**src/core/srcp_pkg.sv**
```systemverilog
package srcp_pkg;

  // Device clock and serial line rate.
  localparam int CLK_HZ         = 200_000_000;
  localparam int BAUD_RATE      = 19200;
  localparam int DATA_BITS      = 8;

  // Bit period in clock cycles, rounded to the nearest cycle.
  localparam int BIT_CYC        = (CLK_HZ + BAUD_RATE / 2) / BAUD_RATE;

  // One millisecond in clock cycles, used as the boot timer base.
  localparam int MS_PER_S       = 1000;
  localparam int MS_CYC         = CLK_HZ / MS_PER_S;

  // Boot times in milliseconds for the two control sources.
  localparam int BOOT_REMOTE_MS = 10000;
  localparam int BOOT_LOCAL_MS  = 45000;

  // Command line buffer depth in characters.
  localparam int LINE_DEPTH     = 32;

  // Line terminator and acknowledgment characters.
  localparam logic [7:0] CHAR_CR = 8'h0D;
  localparam logic [7:0] CHAR_LF = 8'h0A;
  localparam logic [7:0] CHAR_O  = 8'h4F;
  localparam logic [7:0] CHAR_K  = 8'h4B;

  // Number of characters in the acknowledgment string.
  localparam logic [2:0] ACK_LEN = 3'h4;

  // Serial framer states, shared by receiver and transmitter.
  typedef enum logic [1:0] {
    SRCP_IDLE  = 2'b00,
    SRCP_START = 2'b01,
    SRCP_DATA  = 2'b10,
    SRCP_STOP  = 2'b11
  } srcp_uart_state_t;

  // Front-panel control requests.
  typedef struct packed {
    logic [4:0] other;
    logic       squelch;
    logic       fine_tune;
    logic       volume;
  } srcp_panel_t;

endpackage

```
**src/core/srcp_port.sv**
```systemverilog
`timescale 1ns/10ps
module srcp_port
  import srcp_pkg::*;
#(
  parameter int BIT_CYC_P      = srcp_pkg::BIT_CYC,
  parameter int MS_CYC_P       = srcp_pkg::MS_CYC,
  parameter int BOOT_REMOTE_P  = srcp_pkg::BOOT_REMOTE_MS,
  parameter int BOOT_LOCAL_P   = srcp_pkg::BOOT_LOCAL_MS,
  parameter int DEPTH          = srcp_pkg::LINE_DEPTH,
  parameter int AW             = $clog2(DEPTH)
) (
  // Clock and reset.
  input  wire logic               clk_in,
  input  wire logic               arst_n_in,
  // Serial lines to host and display.
  input  wire logic               host_rx_in,
  output logic                    host_tx_out,
  output logic                    disp_tx_out,
  // Control source selector and front panel.
  input  wire logic               selector_remote_in,
  input  wire srcp_pkg::srcp_panel_t panel_in,
  output srcp_pkg::srcp_panel_t   panel_out,
  // Live report byte stream.
  input  wire logic [7:0]         rpt_data_in,
  input  wire logic               rpt_valid_in,
  output logic                    rpt_ready_out,
  // Status.
  output logic                    remote_mode_out,
  output logic                    boot_ready_out,
  // Received command line.
  output logic                    cmd_valid_out,
  output logic [AW:0]             cmd_len_out,
  input  wire logic [AW-1:0]      cmd_rd_addr_in,
  output logic [7:0]              cmd_rd_data_out
);

  import srcp_pkg::*;

  localparam logic [13:0] BIT_LAST = 14'(BIT_CYC_P - 1);
  localparam logic [13:0] BIT_HALF = 14'(BIT_CYC_P / 2);
  localparam logic [AW:0] FULL_PTR = (AW + 1)'(DEPTH);

  srcp_uart_state_t rx_state_reg, tx_state_reg;
  logic [13:0] rx_cnt_reg, tx_cnt_reg;
  logic [2:0]  rx_bit_reg, tx_bit_reg;
  logic [7:0]  rx_shift_reg, tx_shift_reg;
  logic [AW:0] wr_ptr_reg;
  logic        prev_cr_reg, ovf_reg;
  logic [2:0]  ack_cnt_reg;
  logic        mode_valid_reg;
  logic [17:0] ms_cnt_reg;
  logic [15:0] boot_ms_reg;

  // Receiver decode.
  wire rx_tick       = (rx_cnt_reg == 14'h0000);
  wire rx_byte_valid = (rx_state_reg == SRCP_STOP) && rx_tick && host_rx_in;
  wire line_end      = rx_byte_valid && (rx_shift_reg == CHAR_LF)
                       && prev_cr_reg;
  wire wr_full       = (wr_ptr_reg == FULL_PTR);
  wire mem_wr        = rx_byte_valid && !line_end && !wr_full;
  wire cmd_fire      = line_end && !ovf_reg && remote_mode_out
                       && boot_ready_out && (ack_cnt_reg == 3'h0);

  // Transmitter source selection; report bytes before acknowledgment.
  wire       tx_tick  = (tx_cnt_reg == 14'h0000);
  wire       tx_idle  = (tx_state_reg == SRCP_IDLE);
  wire       load_rpt = rpt_valid_in && rpt_ready_out;
  wire       load_ack = tx_idle && (ack_cnt_reg != 3'h0) && !load_rpt;
  wire       tx_load  = load_rpt || load_ack;
  wire [7:0] ack_byte = (ack_cnt_reg == 3'h4) ? CHAR_O :
                        (ack_cnt_reg == 3'h3) ? CHAR_K :
                        (ack_cnt_reg == 3'h2) ? CHAR_CR : CHAR_LF;
  wire [7:0] tx_byte  = load_rpt ? rpt_data_in : ack_byte;

  // Boot timer decode.
  wire        ms_tick   = (ms_cnt_reg == 18'(MS_CYC_P - 1));
  wire [15:0] boot_last = remote_mode_out ? 16'(BOOT_REMOTE_P - 1)
                                          : 16'(BOOT_LOCAL_P - 1);

  // Panel gating; only volume, fine tune and squelch pass in remote mode.
  srcp_panel_t panel_gated;
  assign panel_gated.volume    = panel_in.volume;
  assign panel_gated.fine_tune = panel_in.fine_tune;
  assign panel_gated.squelch   = panel_in.squelch;
  assign panel_gated.other     = remote_mode_out ? 5'h00 : panel_in.other;

  // Start-bit hunt, mid-bit sampling and stop check of received bytes.
  always_ff @(posedge clk_in or negedge arst_n_in) begin
    if (!arst_n_in) begin
      rx_state_reg <= SRCP_IDLE;
      rx_cnt_reg   <= 14'h0000;
      rx_bit_reg   <= 3'h0;
      rx_shift_reg <= 8'h00;
    end else begin
      rx_cnt_reg <= rx_tick ? BIT_LAST : rx_cnt_reg - 14'h0001;
      case (rx_state_reg)
        SRCP_IDLE: begin
          rx_cnt_reg <= BIT_HALF;
          if (!host_rx_in) begin
            rx_state_reg <= SRCP_START;
          end
        end
        SRCP_START: begin
          if (rx_tick) begin
            rx_bit_reg   <= 3'h0;
            rx_state_reg <= host_rx_in ? SRCP_IDLE : SRCP_DATA;
          end
        end
        SRCP_DATA: begin
          if (rx_tick) begin
            rx_shift_reg <= {host_rx_in, rx_shift_reg[7:1]};
            rx_bit_reg   <= rx_bit_reg + 3'h1;
            if (rx_bit_reg == 3'h7) begin
              rx_state_reg <= SRCP_STOP;
            end
          end
        end
        SRCP_STOP: begin
          if (rx_tick) begin
            rx_state_reg <= SRCP_IDLE;
          end
        end
        default: rx_state_reg <= SRCP_IDLE;
      endcase
    end
  end

  // Line assembly; an overlong line is dropped whole at its terminator.
  always_ff @(posedge clk_in or negedge arst_n_in) begin
    if (!arst_n_in) begin
      wr_ptr_reg    <= '0;
      prev_cr_reg   <= 1'b0;
      ovf_reg       <= 1'b0;
      cmd_valid_out <= 1'b0;
      cmd_len_out   <= '0;
    end else begin
      cmd_valid_out <= cmd_fire;
      if (cmd_fire) begin
        cmd_len_out <= wr_ptr_reg - (AW + 1)'(1);
      end
      if (line_end) begin
        wr_ptr_reg  <= '0;
        prev_cr_reg <= 1'b0;
        ovf_reg     <= 1'b0;
      end else if (rx_byte_valid) begin
        prev_cr_reg <= (rx_shift_reg == CHAR_CR);
        if (wr_full) begin
          ovf_reg <= 1'b1;
        end else begin
          wr_ptr_reg <= wr_ptr_reg + (AW + 1)'(1);
        end
      end
    end
  end

  // Acknowledgment sequencer and report stream handshake.
  always_ff @(posedge clk_in or negedge arst_n_in) begin
    if (!arst_n_in) begin
      ack_cnt_reg   <= 3'h0;
      rpt_ready_out <= 1'b0;
    end else begin
      if (cmd_fire) begin
        ack_cnt_reg <= ACK_LEN;
      end else if (load_ack) begin
        ack_cnt_reg <= ack_cnt_reg - 3'h1;
      end
      rpt_ready_out <= !tx_load && tx_idle && (ack_cnt_reg == 3'h0)
                       && !cmd_fire && boot_ready_out;
    end
  end

  // Transmit framer; one line value feeds host and display alike.
  always_ff @(posedge clk_in or negedge arst_n_in) begin
    if (!arst_n_in) begin
      tx_state_reg <= SRCP_IDLE;
      tx_cnt_reg   <= 14'h0000;
      tx_bit_reg   <= 3'h0;
      tx_shift_reg <= 8'h00;
      host_tx_out  <= 1'b1;
      disp_tx_out  <= 1'b1;
    end else begin
      tx_cnt_reg <= tx_tick ? BIT_LAST : tx_cnt_reg - 14'h0001;
      case (tx_state_reg)
        SRCP_IDLE: begin
          tx_cnt_reg <= BIT_LAST;
          if (tx_load) begin
            tx_shift_reg <= tx_byte;
            tx_state_reg <= SRCP_START;
            host_tx_out  <= 1'b0;
            disp_tx_out  <= 1'b0;
          end
        end
        SRCP_START: begin
          if (tx_tick) begin
            host_tx_out  <= tx_shift_reg[0];
            disp_tx_out  <= tx_shift_reg[0];
            tx_shift_reg <= {1'b0, tx_shift_reg[7:1]};
            tx_bit_reg   <= 3'h0;
            tx_state_reg <= SRCP_DATA;
          end
        end
        SRCP_DATA: begin
          if (tx_tick) begin
            tx_bit_reg   <= tx_bit_reg + 3'h1;
            tx_shift_reg <= {1'b0, tx_shift_reg[7:1]};
            host_tx_out  <= (tx_bit_reg == 3'h7) | tx_shift_reg[0];
            disp_tx_out  <= (tx_bit_reg == 3'h7) | tx_shift_reg[0];
            if (tx_bit_reg == 3'h7) begin
              tx_state_reg <= SRCP_STOP;
            end
          end
        end
        SRCP_STOP: begin
          if (tx_tick) begin
            tx_state_reg <= SRCP_IDLE;
          end
        end
        default: tx_state_reg <= SRCP_IDLE;
      endcase
    end
  end

  // Selector capture on the first edge after reset, then boot timing.
  always_ff @(posedge clk_in or negedge arst_n_in) begin
    if (!arst_n_in) begin
      mode_valid_reg  <= 1'b0;
      remote_mode_out <= 1'b0;
      ms_cnt_reg      <= 18'h00000;
      boot_ms_reg     <= 16'h0000;
      boot_ready_out  <= 1'b0;
      panel_out       <= '0;
    end else begin
      if (!mode_valid_reg) begin
        mode_valid_reg  <= 1'b1;
        remote_mode_out <= selector_remote_in;
      end else if (!boot_ready_out) begin
        ms_cnt_reg <= ms_tick ? 18'h00000 : ms_cnt_reg + 18'h00001;
        if (ms_tick) begin
          boot_ms_reg    <= boot_ms_reg + 16'h0001;
          boot_ready_out <= (boot_ms_reg == boot_last);
        end
      end
      panel_out <= mode_valid_reg ? panel_gated : '0;
    end
  end

  // Line buffer storage with registered read-back.
  srcp_line_mem #(
    .WIDTH (DATA_BITS),
    .DEPTH (DEPTH),
    .AW    (AW)
  ) u_line_mem (
    .clk_in      (clk_in),
    .arst_n_in   (arst_n_in),
    .wr_en_in    (mem_wr),
    .wr_addr_in  (wr_ptr_reg[AW-1:0]),
    .wr_data_in  (rx_shift_reg),
    .rd_addr_in  (cmd_rd_addr_in),
    .rd_data_out (cmd_rd_data_out)
  );
endmodule // srcp_port

```
**src/core/srcp_line_mem.sv**
```systemverilog
`timescale 1ns/10ps
module srcp_line_mem #(
  parameter int WIDTH = 8,
  parameter int DEPTH = 32,
  parameter int AW    = $clog2(DEPTH)
) (
  // Clock and reset.
  input  wire logic             clk_in,
  input  wire logic             arst_n_in,
  // Write side.
  input  wire logic             wr_en_in,
  input  wire logic [AW-1:0]    wr_addr_in,
  input  wire logic [WIDTH-1:0] wr_data_in,
  // Read side.
  input  wire logic [AW-1:0]    rd_addr_in,
  output logic      [WIDTH-1:0] rd_data_out
);

  logic [WIDTH-1:0] mem_reg [DEPTH];

  // Array write; the array itself holds no reset.
  always_ff @(posedge clk_in) begin
    if (wr_en_in) begin
      mem_reg[wr_addr_in] <= wr_data_in;
    end
  end

  // Registered read port.
  always_ff @(posedge clk_in or negedge arst_n_in) begin
    if (!arst_n_in) begin
      rd_data_out <= '0;
    end else begin
      rd_data_out <= mem_reg[rd_addr_in];
    end
  end

endmodule // srcp_line_mem

```
**config.mk**
```make
export PLATFORM = sky130hd
export DESIGN_NAME = srcp_port
export DESIGN_NICKNAME = d
export VERILOG_FILES = /design/src/core/srcp_pkg.sv /design/src/core/srcp_port.sv /design/src/core/srcp_line_mem.sv
export SDC_FILE = /design/constraint.sdc
export NUM_CORES = 1
export LEC_CHECK = 0
export BUFFER_PORTS_ARGS = -buffer_cell sky130_fd_sc_hd__buf_2
export CAP_MARGIN = 20
export CORE_MARGIN = 4
export CORE_UTILIZATION = 45
export CTS_CLUSTER_SIZE = 40
export DETAILED_ROUTE_END_ITERATION = 16
export HOLD_SLACK_MARGIN = 0.15
export PLACE_DENSITY = 0.57
export SETUP_SLACK_MARGIN = 0.4
export SYNTH_ARGS = -nofsm -noshare
export SYNTH_HDL_FRONTEND = slang
export SYNTH_SLANG_ARGS = --single-unit
```
**constraint.sdc**
```tcl
create_clock -name clk_in -period 7.45 [get_ports clk_in]
set_input_delay 1.49 -clock clk_in [delete_from_list [all_inputs] [get_ports clk_in]]
set_output_delay 1.49 -clock clk_in [all_outputs]
set_load 0.01 [all_outputs]
```
# After elaboration in Yosys (flattened, before gate mapping)
# Memory sizes are Yosys's and may differ from the RTL's. A register that Yosys moved wholly into a read port is not among the register bits.
# Index checks and enable logic that the tools add are counted.
# op_classes
add_sub_neg,9
eq_ne,28
mux,52
bitwise,2
n_reduce_logical,50
# ops
op,count
14-bit 2-to-1 mux,4
8-bit 2-to-1 mux,4
14-bit zero test,2
14-bit by 1-bit subtractor with 14-bit output (second input constant),2
2-bit 2-to-1 mux,11
3-bit 2-to-1 mux,7
2-bit inequality test (second input constant),10
18-bit by 1-bit adder with 18-bit output (second input constant),1
18-bit == test (second input constant),1
18-bit 2-to-1 mux,1
6-bit 2-to-1 mux,3
1-bit logical AND,17
16-bit by 1-bit adder with 16-bit output (second input constant),1
16-bit == test,1
8-bit by 4-bit == test with 1-bit output (second input constant),2
16-bit 2-to-1 mux,1
2-bit one-hot mux with 4 select lines,2
8-bit one-hot mux with 2 select lines,1
7-bit 2-to-1 mux,2
1-bit 2-to-1 mux,12
3-bit one-hot mux with 2 select lines,2
3-bit AND reduction,4
2-bit nonzero test,6
5-bit AND reduction,2
22 further kinds,42
# totals
reg_bits,119
ramBits,256
wordCells,167
n_memories,1
# mem_list
name,words,width,read_ports,rd_clocked_by_memory_dff,write_ports,line,text
u_line_mem.mem_reg,32,8,1,1,1,srcp_line_mem.sv:19,logic [WIDTH-1:0] mem_reg [DEPTH];

# Longest topological paths before layout
# logic_depth
word_depth,12
mapped_depth,8
ltp_nobuf,7

# Cells and area by module
# Synthesis repeated with hierarchy kept, for this count alone.
# unflattened
hier_cells,975
area_unflattened_um2,16076.7
# by_module_without_submodules
module,n_inst,cells_each,area_per_inst_um2,seq_area_each_um2
srcp_line_mem,1,417,10093.4,7887.6
srcp_port,1,558,5983.2,2979.1

# Worst setup path after synthesis
# Ideal clock, no wire load.
# synth_path
path_kind,input port to flip-flop
start,in host_rx_in
end,mem u_line_mem.mem_reg[0][0] (enable)
setup_ns,0.398
arrival_time_ns,3.025
required_ns,7.052
setup_slack_ns,4.027
path_stages,4
n_path_buf,1
cell_sequence,and3_1 -> nand4_1 -> clkbuf_1 -> nor4b_1
# synth_via
elab_chain_len,8
# synth_lines
element,line,text
"start, declared",srcp_port.sv:16,"input wire logic host_rx_in,"
1-bit logical AND (*),srcp_port.sv:56,wire rx_byte_valid = (rx_state_reg == SRCP_STOP) && rx_tick && host_rx_in;
1-bit logical AND,srcp_port.sv:57,wire line_end = rx_byte_valid && (rx_shift_reg == CHAR_LF)
1-bit logical AND,srcp_port.sv:58,&& prev_cr_reg;
1-bit zero test,srcp_port.sv:60,wire mem_wr = rx_byte_valid && !line_end && !wr_full;
1-bit logical AND (*) (2 in series),srcp_port.sv:60,
1-bit 2-to-1 mux (*),srcp_line_mem.sv:23,if (wr_en_in) begin
1-bit 2-to-1 mux (implied by the code) (*),srcp_line_mem.sv:24,mem_reg[wr_addr_in] <= wr_data_in;
"end, declared",srcp_line_mem.sv:19,
# Mark *: on every way between the ends. The rest lies on a longest branch, timed or not.

# Final worst setup path
# layout_path
start,reg rx_cnt_reg[0]
end,mem u_line_mem.mem_reg[23][7] (enable)
# layout_via
elab_chain_len,10
# layout_lines
element,line,text
"start, declared",srcp_port.sv:44,"logic [13:0] rx_cnt_reg, tx_cnt_reg;"
"start signal, assigned",srcp_port.sv:95,rx_cnt_reg <= rx_tick ? BIT_LAST : rx_cnt_reg - 14'h0001;
14-bit zero test (*),srcp_port.sv:55,wire rx_tick = (rx_cnt_reg == 14'h0000);
1-bit logical AND (*) (2 in series),srcp_port.sv:56,
1-bit logical AND,srcp_port.sv:57,
1-bit logical AND,srcp_port.sv:58,
1-bit zero test,srcp_port.sv:60,
1-bit logical AND (*) (2 in series),srcp_port.sv:60,
1-bit 2-to-1 mux (*),srcp_line_mem.sv:23,
1-bit 2-to-1 mux (implied by the code) (*),srcp_line_mem.sv:24,
# Marked as above.

==> flow_summary_export.csv <==
group,metric,value,unit
die,start_util,45.7,%
synth,ys_ff_latch,383,
clock_tree,cts_tree,"built",
timing,setup_viol,0,
timing,period_minus_slack,3.31,ns
worst_setup_path,crit_fanout,23,
global_route,antenna_found_initial,0,
drt,drt_iter0_drc,688,
timing,slew-limit-headroom,33.9,%
worst_setup_path,crit_arrival,3.47,ns
timing,worstMarginPinSlew,0.985,ns
worst_setup_path,critPathCaptureType,"register",
clock_tree,cts_made_buffers,42,
power,cellPowerDensity,257,nW/um2
clock_tree,cts_sinks,383,
drt,antenna_left,0,
finish,antenna_cells,0,
drt,detail_route.wirelength,33.9,mm
synth,yosysWarnings,0,
worst_setup_path,slowest_stage,"nor2_1",
synth,netlist.area_leader.share,48.7,%
synth,seq_area_frac_synth,68.8,%
finish,final_nets,1138,
clock_tree,cts.reportedPaths.clkPinSlew,0.06,ns
worst_setup_path,slowest_delay,0.67,ns
die,dieWidth,195,um
finish,multi_input_area,4730,um2
die,die_y,195,um
finish,n_fill_cell,2924,
outcome,status,"complete, no violations",
synth,synth_top_cell_by_area,"edfxtp_1",
timing,hold_slack,0.479,ns
die,core_area,34500,um2
drt,drc,0,
timing,finalClockSkew,0.0117,ns
timing,hold_viol,0,
finish,drive_gt1_share,22.2,%
synth,netlist_instances,1001,
die,io_pins,54,
drt,first_pass_iters,5,
clock_tree,clock_latency,0.53,ns
power,p_leak,6.35,nW
global_route,grt.total_usage,18.0,%
timing,rsz0062_at_grt,"no",
synth,synth.most_common_cell,"edfxtp_1",
worst_setup_path,crit_required,7.61,ns
drt,vias,8784,
timing,fin_tns_setup,0,ns
drt,vias_per_cell,5.57,
synth,yosysUniqueCellTypes,66,
place,place_congestion,0.799,
clock_tree,post_cts_resize_count,0,
synth,ys_top_cells_by_count,"edfxtp_1, dfrtp_1, nand2_1",
timing,drv_slew,0,
clock_tree,cts_buffer_depth,3,
finish,layout.area.seq,10900,um2
synth,syn_nets,1050,
timing,period_share,44.4,%
global_route,grt_overflow,0,
synth,synthFlopType,"edfxtp_1",
clock_tree,postCtsSetupRepairBufs,0,
synth,synth-edff-count,256,
die,num_rows,68,
finish,largest_reg_flops,256,
power,peakVddDrop,0.000167,V
worst_setup_path,critical_path_buf_inv_count,2,
place,dp_hpwl,22.0,mm
drt,routedWlPerCell,21.5,um
place,dp_cells,1494,
worst_setup_path,worst_setup_path_start_kind,"register",
clock_tree,hold_buffers,0,
place,port_buffers,53,
finish,stdcell_count,1576,
worst_setup_path,timing.critical_path.mode_cell,"nor2_1",
global_route,grt_pass1_vias,8994,
worst_setup_path,worstSetupPathType,"register to register",
synth,ys_async_sr_fraction,33.2,%
timing,max_freq,0.302,GHz
die,die_area,38100,um2
clock_tree,cts_max_level,2,
synth,synth_area_leaders,"edfxtp_1, dfrtp_1, mux4_2, xnor2_1, ha_1",
run,cap_viol_max_count,0,
global_route,grt_pass1_wl,53.8,mm
worst_hold_path,hp-class,"register to register",
worst_setup_path,crit_family,"simple AND/OR/NAND/NOR gates",
synth,avgSynthCellArea,15.8,um2
finish,area_growth,14.5,%
clock_tree,root_buffer,"clkbuf_16",
worst_setup_path,path_cells,"inv_1 > ha_1 > or4b_1 > nor2_1 > nand4_1 > buf_4 > or3b_1 > nor2_1",
synth,synth.cell_area,15800,um2
global_route,grt_max_degree,66,
finish,fin_util,52.3,%
## power breakdown
group	switching, mW	internal, mW	leakage (nW)
registers	0.0596	2.31	3.82
logic	0.120	0.100	1.85
clock network	0.817	1.23	0.675
total	0.997	3.65	6.35
## logic make-up (layout without fill, tap and decap cells)
family / Yosys count / after routing / share of synthesized area (%)
AOI/OAI and AO/OA: 109 / 109 / 4.26
and+or+nand+nor: 298 / 298 / 10.2
adders and majority gates: 23 / 23 / 1.82
muxes: 85 / 85 / 10.7
DFF: 383 / 383 / 68.8
buffers and inverters: 52 / 172 / 1.36
xor gates and xnor gates: 50 / 50 / 2.77
other: 1 / 1 / 0.0238
## placed cells by master (no fill, tap or decap), types with 20 or more instances in the layout
cell type and instances:
mux4_2 64, o22ai_1 33, buf_2 57, ha_1 23, dfrtp_1 125, clkbuf_16 43, nor2_1 60, buf_4 22
o21ai_0 33, edfxtp_1 256, nor3_1 30, xnor2_1 36, nand3_1 20, nand2_1 65
## layer usage
metal | vias to the layer above | track usage (%) | part of all wire [%]
met5 | - | 0 | 0
met4 | 0 | 5.09 | 2.3
met3 | 53 | 3.43 | 5.5
met2 | 223 | 27.4 | 46
met1 | 4456 | 27.0 | 46
li1 | 4052 | - | -
## final timing paths
kind / startpoint / slack [ns] / cells after the start / to
worst max-delay path: rx_cnt_reg[0]$_DFF_PN0_ / 4.14 / 8 / u_line_mem.mem_reg[23][7]$_DFFE_PP_
max in group asynchronous: arst_n_in / 5.13 / 2 / rx_shift_reg[3]$_DFFE_PN0P_
worst max register to register: rx_cnt_reg[0]$_DFF_PN0_ / 4.14 / 8 / u_line_mem.mem_reg[23][7]$_DFFE_PP_
min in group asynchronous: arst_n_in / 0.96 / 1 / panel_out[7]$_DFF_PN0_
worst min-delay path: boot_ms_reg[11]$_DFFE_PN0P_ / 0.48 / 1 / boot_ms_reg[11]$_DFFE_PN0P_
worst min register to register: boot_ms_reg[11]$_DFFE_PN0P_ / 0.48 / 1 / boot_ms_reg[11]$_DFFE_PN0P_
## worst reg2reg max path, cell delays in order, from the launching register on
cell and delay (ns):
dfrtp_1 0.40, inv_1 0.09, ha_1 0.17, or4b_1 0.48, nor2_1 0.29, nand4_1 0.14
buf_4 0.24, or3b_1 0.47, nor2_1 0.67
## through the flow
stage	instance area, um2	power [mW]	setup WS [ns]
after floorplan	15800	2.56	4.03
after global placement	16600	2.63	3.64
after detailed placement	16700	2.64	3.63
after CTS	18000	4.70	4.11
after global routing	18100	4.83	3.87
final	18100	4.64	4.14
## layout make-up
cell class	count	area share (%)
clock inverters	26	1.45
well taps	455	3.15
repair buffers	82	2.75
flip-flops and latches	383	60.1
inverters	14	0.291
clock buffers	50	6.10
multi-input cells	566	26.2
(Power assumes the default switching activity.)
